--- config.mk ---
export PLATFORM = sky130hd
export DESIGN_NAME = timer_irq_adc_trigger
export DESIGN_NICKNAME = d
export VERILOG_FILES = /design/src/timer_irq_pkg.sv /design/src/timer_irq_adc_trigger.sv
export SDC_FILE = /design/constraint.sdc
export NUM_CORES = 1
export LEC_CHECK = 0
export BUFFER_PORTS_ARGS = -buffer_cell sky130_fd_sc_hd__buf_2
export CAP_MARGIN = 15
export CORE_MARGIN = 10
export CORE_UTILIZATION = 55
export CTS_CLUSTER_DIAMETER = 80
export DETAILED_ROUTE_END_ITERATION = 10
export PLACE_DENSITY = 0.78
export SLEW_MARGIN = 25
export SYNTH_ARGS = -nofsm -noshare
export SYNTH_HDL_FRONTEND = slang
export SYNTH_SLANG_ARGS = --single-unit
--- constraint.sdc ---
create_clock -name clk_i -period 7.8 [get_ports clk_i]
set_clock_uncertainty 0.15 [all_clocks]
set_input_delay 0.78 -clock clk_i [delete_from_list [all_inputs] [get_ports clk_i]]
set_output_delay 0.78 -clock clk_i [all_outputs]
set_load 0.01 [all_outputs]
--- src/timer_irq_pkg.sv ---
// Shared constants and carrier types for the timer request and conversion trigger block.
package timer_irq_pkg;

    // Source count and the channels that can raise a conversion trigger.
    localparam int NSRC = 28;
    localparam int NTRG = 5;
    localparam int NCONV = 4;

    // Flag positions in priority order, highest first.
    localparam int CH0_A = 0;
    localparam int CH0_E = 5;
    localparam int CH0_F = 6;
    localparam int CH1_A = 7;
    localparam int CH2_A = 11;
    localparam int CH3_A = 15;
    localparam int CH4_A = 20;
    localparam int A_IDX [NTRG] = '{CH0_A, CH1_A, CH2_A, CH3_A, CH4_A};

    // Sources that only react to a compare match, never to a capture.
    localparam logic [NSRC-1:0] CMP_ONLY = 28'h0000060;

    // Register byte offsets on the bus.
    localparam logic [7:0] FLAG_OFS = 8'h00;
    localparam logic [7:0] ENA_OFS  = 8'h04;
    localparam logic [7:0] TRG_OFS  = 8'h08;
    localparam logic [7:0] DCMP_OFS = 8'h0c;
    localparam logic [7:0] CST_OFS  = 8'h10;
    localparam logic [7:0] CMSK_OFS = 8'h14;

    // Trigger control fields.
    localparam int TRG_TROUGH = 5;
    localparam int TRG_CH0E   = 6;
    localparam int TRG_UPA    = 7;
    localparam int TRG_DNA    = 8;
    localparam int TRG_UPB    = 9;
    localparam int TRG_DNB    = 10;
    localparam int TRG_W      = 11;

    // Conversion event status bits.
    localparam int CV_SHARED = 0;
    localparam int CV_CH0E   = 1;
    localparam int CV_DLYA   = 2;
    localparam int CV_DLYB   = 3;

    // Counter width and reset values.
    localparam int CW = 16;
    localparam logic [31:0] ZERO32 = 32'h0000_0000;

    // Event pulses from the counter channels, one bit per source.
    typedef struct packed {
        logic [NSRC-1:0] hit;
        logic [NSRC-1:0] capture;
    } src_event_s;

    // Channel 4 counter view used by the trough and delayed triggers.
    typedef struct packed {
        logic          tick;
        logic          up;
        logic          cpwm;
        logic          trough;
        logic [CW-1:0] count;
    } ch4_count_s;

endpackage

--- src/timer_irq_adc_trigger.sv ---
// Status flags, request outputs and conversion triggers for a six-channel timer.
//
// What this block does
// - Three source types, each own flag and enable.
// - Event sets flag; request needs enable bit.
// - Request drops when its flag clears or its enable bit clears.
// - Fixed priority, channel 0 A first, W last.
// - Twenty-one match sources across six channels.
// - Channel 0 E and F ignore captures.
// - One overflow flag per channel 0-4.
// - Underflow flags only on channels 1, 2.
// - Register A flag pulses shared conversion line.
// - Channel 4 trough pulses shared line too.
// - Channel 0 E match pulses own line.
// - Delay compare matches pulse delayed lines.
// - Flag clears after read-one then write-zero.
`timescale 1ns/10ps

module timer_irq_adc_trigger (
    input  wire logic                                clk_i,
    input  wire logic                                rst_i,
    input  wire logic                                cyc_i,
    input  wire logic                                stb_i,
    input  wire logic                                we_i,
    input  wire logic [7:0]                          adr_i,
    input  wire logic [3:0]                          sel_i,
    input  wire logic [31:0]                         dat_i,
    output logic      [31:0]                         dat_o,
    output logic                                     ack_o,
    input  wire timer_irq_pkg::src_event_s           src_i,
    input  wire timer_irq_pkg::ch4_count_s           ch4_i,
    output logic      [timer_irq_pkg::NSRC-1:0]      irq_req_o,
    output logic                                     irq_o,
    output logic                                     shared_conv_request_o,
    output logic                                     ch0_e_conv_request_o,
    output logic                                     delayed_conv_request_a_o,
    output logic                                     delayed_conv_request_b_o
);

    ////////////////////////////////////////////////////////////////////////////
    // State.

    logic [timer_irq_pkg::NSRC-1:0]  event_flag_register;
    logic [timer_irq_pkg::NSRC-1:0]  request_enable_register;
    logic [timer_irq_pkg::NSRC-1:0]  armed;
    logic [timer_irq_pkg::TRG_W-1:0] trig_ctrl;
    logic [timer_irq_pkg::CW-1:0]    delay_compare_a;
    logic [timer_irq_pkg::CW-1:0]    delay_compare_b;
    logic [timer_irq_pkg::NCONV-1:0] conv_status;
    logic [timer_irq_pkg::NCONV-1:0] conv_mask;

    ////////////////////////////////////////////////////////////////////////////
    // Bus decode.

    // Expands byte enables into a bit mask; used by every writable register.
    function automatic logic [31:0] lane_mask(input logic [3:0] sel);
        lane_mask = {{8{sel[3]}}, {8{sel[2]}}, {8{sel[1]}}, {8{sel[0]}}};
    endfunction

    // Requests are answered one cycle after they appear; writes commit at the
    // edge where the master sees ack, so a held request never writes twice.
    wire        req      = cyc_i & stb_i;
    wire        take     = req & ~ack_o;
    wire        commit   = req & ack_o & we_i;
    wire        rd_take  = take & ~we_i;
    wire [31:0] wmask    = lane_mask(sel_i);
    wire        hit_flag = adr_i == timer_irq_pkg::FLAG_OFS;
    wire        hit_ena  = adr_i == timer_irq_pkg::ENA_OFS;
    wire        hit_trg  = adr_i == timer_irq_pkg::TRG_OFS;
    wire        hit_dcmp = adr_i == timer_irq_pkg::DCMP_OFS;
    wire        hit_cst  = adr_i == timer_irq_pkg::CST_OFS;
    wire        hit_cmsk = adr_i == timer_irq_pkg::CMSK_OFS;
    wire [31:0] wr_merge_ena = (32'(request_enable_register) & ~wmask) | (dat_i & wmask);
    wire [31:0] wr_merge_trg = (32'(trig_ctrl) & ~wmask) | (dat_i & wmask);
    wire [31:0] wr_merge_dcm = ({delay_compare_b, delay_compare_a} & ~wmask)
                             | (dat_i & wmask);
    wire [31:0] wr_merge_cmk = (32'(conv_mask) & ~wmask) | (dat_i & wmask);

    // Read multiplexer; unmapped offsets answer with zero.
    wire [31:0] rd_data =
        hit_flag ? 32'(event_flag_register) :
        hit_ena  ? 32'(request_enable_register) :
        hit_trg  ? 32'(trig_ctrl) :
        hit_dcmp ? {delay_compare_b, delay_compare_a} :
        hit_cst  ? 32'(conv_status) :
        hit_cmsk ? 32'(conv_mask) : timer_irq_pkg::ZERO32;

    ////////////////////////////////////////////////////////////////////////////
    // Flag set and clear.

    // A capture on the compare-only sources is dropped before it can set a
    // flag, so software never sees those flags from capture hardware.
    wire [timer_irq_pkg::NSRC-1:0] set_flag =
        src_i.hit & ~(src_i.capture & timer_irq_pkg::CMP_ONLY);

    // Only bits that were read as one and are now written as zero clear.
    wire [timer_irq_pkg::NSRC-1:0] clr_flag =
        {timer_irq_pkg::NSRC{commit & hit_flag}} & armed
        & ~dat_i[timer_irq_pkg::NSRC-1:0] & wmask[timer_irq_pkg::NSRC-1:0];

    // A new event in the clearing cycle keeps the flag set.
    wire [timer_irq_pkg::NSRC-1:0] next_flag =
        (event_flag_register & ~clr_flag) | set_flag;

    // Arming follows the value returned by a flag read; a clear disarms.
    wire [timer_irq_pkg::NSRC-1:0] next_armed =
        (rd_take & hit_flag) ? event_flag_register : (armed & ~clr_flag);

    wire [timer_irq_pkg::NSRC-1:0] next_ena =
        (commit & hit_ena) ? wr_merge_ena[timer_irq_pkg::NSRC-1:0]
                           : request_enable_register;

    // Each request is a plain AND, so masking never loses the flag. Bit order
    // is the fixed priority order; ranking between channels is left outside.
    wire [timer_irq_pkg::NSRC-1:0] next_req = next_flag & next_ena;

    ////////////////////////////////////////////////////////////////////////////
    // Conversion triggers.

    logic [timer_irq_pkg::NTRG-1:0] a_trig;

    // Register A flags of channels 0 to 4 feed one shared line.
    genvar g;
    generate
        for (g = 0; g < timer_irq_pkg::NTRG; g++) begin : gen_atrig
            assign a_trig[g] = set_flag[timer_irq_pkg::A_IDX[g]] & trig_ctrl[g];
        end
    endgenerate

    wire trough_trig = ch4_i.trough & ch4_i.cpwm
                     & trig_ctrl[timer_irq_pkg::TRG_TROUGH];
    wire next_shared = (|a_trig) | trough_trig;
    wire next_ch0e   = set_flag[timer_irq_pkg::CH0_E]
                     & trig_ctrl[timer_irq_pkg::TRG_CH0E];

    // Direction picks which of the up or down enables applies.
    wire dir_a = ch4_i.up ? trig_ctrl[timer_irq_pkg::TRG_UPA]
                          : trig_ctrl[timer_irq_pkg::TRG_DNA];
    wire dir_b = ch4_i.up ? trig_ctrl[timer_irq_pkg::TRG_UPB]
                          : trig_ctrl[timer_irq_pkg::TRG_DNB];
    wire next_dly_a = ch4_i.tick & (ch4_i.count == delay_compare_a) & dir_a;
    wire next_dly_b = ch4_i.tick & (ch4_i.count == delay_compare_b) & dir_b;

    // Conversion events are sticky for software; write one to clear.
    wire [timer_irq_pkg::NCONV-1:0] conv_set = {next_dly_b, next_dly_a, next_ch0e, next_shared};
    wire [timer_irq_pkg::NCONV-1:0] conv_clr =
        {timer_irq_pkg::NCONV{commit & hit_cst}}
        & dat_i[timer_irq_pkg::NCONV-1:0] & wmask[timer_irq_pkg::NCONV-1:0];
    wire [timer_irq_pkg::NCONV-1:0] next_cst  = (conv_status & ~conv_clr) | conv_set;
    wire [timer_irq_pkg::NCONV-1:0] next_cmsk =
        (commit & hit_cmsk) ? wr_merge_cmk[timer_irq_pkg::NCONV-1:0] : conv_mask;
    wire next_irq = (|next_req) | (|(next_cst & next_cmsk));

    ////////////////////////////////////////////////////////////////////////////
    // Registers.

    // Bus answer: one-cycle ack, read data latched with it.
    always_ff @(posedge clk_i) begin
        if (rst_i) begin
            ack_o <= 1'b0;
            dat_o <= timer_irq_pkg::ZERO32;
        end else begin
            ack_o <= take;
            dat_o <= rd_take ? rd_data : timer_irq_pkg::ZERO32;
        end
    end

    // Flags, enables and request outputs.
    always_ff @(posedge clk_i) begin
        if (rst_i) begin
            event_flag_register     <= '0;
            request_enable_register <= '0;
            armed                   <= '0;
            irq_req_o               <= '0;
            irq_o                   <= 1'b0;
        end else begin
            event_flag_register     <= next_flag;
            request_enable_register <= next_ena;
            armed                   <= next_armed;
            irq_req_o               <= next_req;
            irq_o                   <= next_irq;
        end
    end

    // Trigger control and delay compare values.
    always_ff @(posedge clk_i) begin
        if (rst_i) begin
            trig_ctrl       <= '0;
            delay_compare_a <= '0;
            delay_compare_b <= '0;
        end else begin
            if (commit & hit_trg) begin
                trig_ctrl <= wr_merge_trg[timer_irq_pkg::TRG_W-1:0];
            end
            if (commit & hit_dcmp) begin
                delay_compare_a <= wr_merge_dcm[timer_irq_pkg::CW-1:0];
                delay_compare_b <= wr_merge_dcm[31:timer_irq_pkg::CW];
            end
        end
    end

    // Conversion request pulses and their status bits.
    always_ff @(posedge clk_i) begin
        if (rst_i) begin
            conv_status              <= '0;
            conv_mask                <= '0;
            shared_conv_request_o    <= 1'b0;
            ch0_e_conv_request_o     <= 1'b0;
            delayed_conv_request_a_o <= 1'b0;
            delayed_conv_request_b_o <= 1'b0;
        end else begin
            conv_status              <= next_cst;
            conv_mask                <= next_cmsk;
            shared_conv_request_o    <= next_shared;
            ch0_e_conv_request_o     <= next_ch0e;
            delayed_conv_request_a_o <= next_dly_a;
            delayed_conv_request_b_o <= next_dly_b;
        end
    end
endmodule

==> results.cfg <==
[outcome]
outcome = finished clean

[detailed_routing]
antenna_left = 0
drc_errors = 0
dr_wl_met3_um = 2770
route.met2.wl_um = 11700
wl_per_cell_um = 21.4
drt-initial-drc-count = 815
top_layer_used = met5
vias = 7009
drt-total-wl_um = 24800
via_per_inst = 6.04
met1_length_um = 9680
drt_pass1_iterations = 6

[cells_and_area]
area_delta_synth_final_pct = 20.3
nets = 1089
final_cell_area_sq_mm = 0.00942
drive_gt1_frac = 0.225

[cts]
cts_sinks = 201
ctsHoldBuffers = 0
cts_setup_buffers = 0
cts-root-buf = clkbuf_16
clock_latency_ns = 0.49
cts_made_buffers = 20
cts_tree = built
cts-resized-gates = 0
clockBufferDepth = 3
clkTransAtPathRegs_ns = 0.06
cts_max_level = 1

[logic_synthesis]
synth_top_area_share = 0.514
ys_seq_area_frac = 0.514
synth-edff-count = 0
async_flop_share = 0
syn_inst = 812
syn_area_sq_mm = 0.00783
synth.most_common_cell = dfxtp_1
synth.avg_cell_area_sq_um = 9.65
synthTopCellsByCount = dfxtp_1, nor2_1, mux2i_1, a21oi_1, nand2_1
synth-seq-cells = 201
yosys.area.top_type = dfxtp_1
synth_ff_type = dfxtp_1
synth-warning-count = 0
syn_nets = 937
ys_types = 48
yosys-top-cells-area = dfxtp_1, mux2i_1, nor2_1

[die]
dieHeight_um = 139
die_x_um = 139
die_area_sq_mm = 0.0194
coreArea_sq_mm = 0.0139
pin_count = 191
start_util = 0.562
num_rows = 43

[critical_path]
crit_path_end_kind = flip-flop
rrSetupSlack_ns = 4.27
path_class = in -> reg
crit_path_start_kind = input port
worstPathRequired_ns = 7.98
worstPathMaxFanout = 17
crit_arrival_ns = 3.76

[global_routing]
overflow = 0
track_usage = 0.241
grt_antenna_before_repair = 5
grt_max_degree = 66
grt_pass1_vias = 6994
grt_pass1_wl_um = 38500

[hold_path]
hold_path_class = reg -> reg

[sta]
period_minus_slack_ns = 3.59
hold_violations = 0
slew_viol_final = 0
worst_slew_pin_slew_ns = 0.984
fmax_mhz = 279
finalSetupViolCount = 0
rsz0062_at_grt = no
fin_crit_sh = 0.460
max_slew_margin = 0.344
setup_tns_ns = 0

[run]
max_cap_viol_count = 0

[placement]
dpl.hpwl_um = 17400
portBuffers = 164
placement.cell_area_sq_mm = 0.00881
gp_congestion = 0.882

[pwr]
p_leak_nw = 4.16
ir_drop_uv = 146
p_per_area_mw_per_mm2 = 216
[final timing paths]
check                                            end                          startpoint  cells after the start
worst min-delay path            armed[27]$_SDFF_PP0_  event_flag_register[27]$_SDFF_PP0_                      2
worst max-delay path                irq_o$_SDFF_PP0_                            adr_i[5]                      9
worst min register to register  armed[27]$_SDFF_PP0_  event_flag_register[27]$_SDFF_PP0_                      2
worst max register to register      irq_o$_SDFF_PP0_                    ack_o$_SDFF_PP0_                      8
[through the flow]
step	util	setup slack [ns]	std cells	hold WS, ns	total power [mW]
6_report	0.676	4.21	1160	0.316	2.04
5_1_grt	0.676	4.04	1159	0.342	2.10
3_3_place_gp	0.632	3.88	1122	0.305	1.16
3_5_place_dp	0.632	3.84	1122	0.307	1.16
4_1_cts	0.676	4.26	1156	0.319	2.04
2_1_floorplan	-	4.73	812	0.289	1.11
[kinds of logic (layout without fill, tap and decap cells)]
group / after synthesis / after routing / synth area share
mux: 77 / 77 / 0.0985
other cells: 0 / 4 / 0
simple gates: 293 / 293 / 0.190
xor+xnor: 32 / 32 / 0.0358
buf+inv: 48 / 212 / 0.0238
compound gates: 161 / 161 / 0.139
flops: 201 / 201 / 0.514
[worst max-delay path, stage by stage]
cell and delay (ns):
buf_2 0.12, nor4_4 0.25, buf_4 0.28, nand4_1 0.57, o32ai_1 0.69, o22ai_1 0.15, or4_1 0.53, nor3_1 0.24
a41oi_1 0.15
[cells in the final DEF (no fill, tap or decap), types with 3 or more instances in the layout]
cell       instances
dfxtp_1          201
buf_2            163
nor2_1           124
mux2i_1           76
a21oi_1           47
nand2_1           46
nor3_1            33
o211ai_1          27
a222oi_1          22
clkbuf_16         21
xor2_1            18
o21ai_0           18
nand4_1           15
o22ai_1           15
xnor2_1           14
a22oi_1           14
buf_4             13
and3_1             8
or3b_1             8
nand3_1            7
nor4_1             7
and2_1             6
nor2b_1            6
or4b_1             6
clkbuf_1           6
or3b_2             5
diode_2            4
nand2b_1           4
nand4_2            3
a21o_1             3
o32ai_1            3
and3b_1            3
clkinv_2           3
[routing by layer]
layer | vias to the layer above | track usage
li1 | 3266 | -
met1 | 3301 | 0.295
met2 | 383 | 0.399
met3 | 55 | 0.0728
met4 | 4 | 0.0670
met5 | - | 0
[where the power goes]
group / internal, mW / switching, mW
clock: 0.512 / 0.389
combinational: 0.0336 / 0.0604
sequential: 1.04 / 0.00808
[layout make-up]
cell class / count / area, sq um
tap: 180 / 225
inverter: 2 / 7.51
clock inverter: 5 / 30.0
timing repair buffer: 176 / 913
fill: 1128 / 4510
antenna: 4 / 10.0
sequential: 201 / 4020
clock buffer: 29 / 576
multi-input combinational: 563 / 3640
Note: power is estimated with default switching activity, not from simulation.
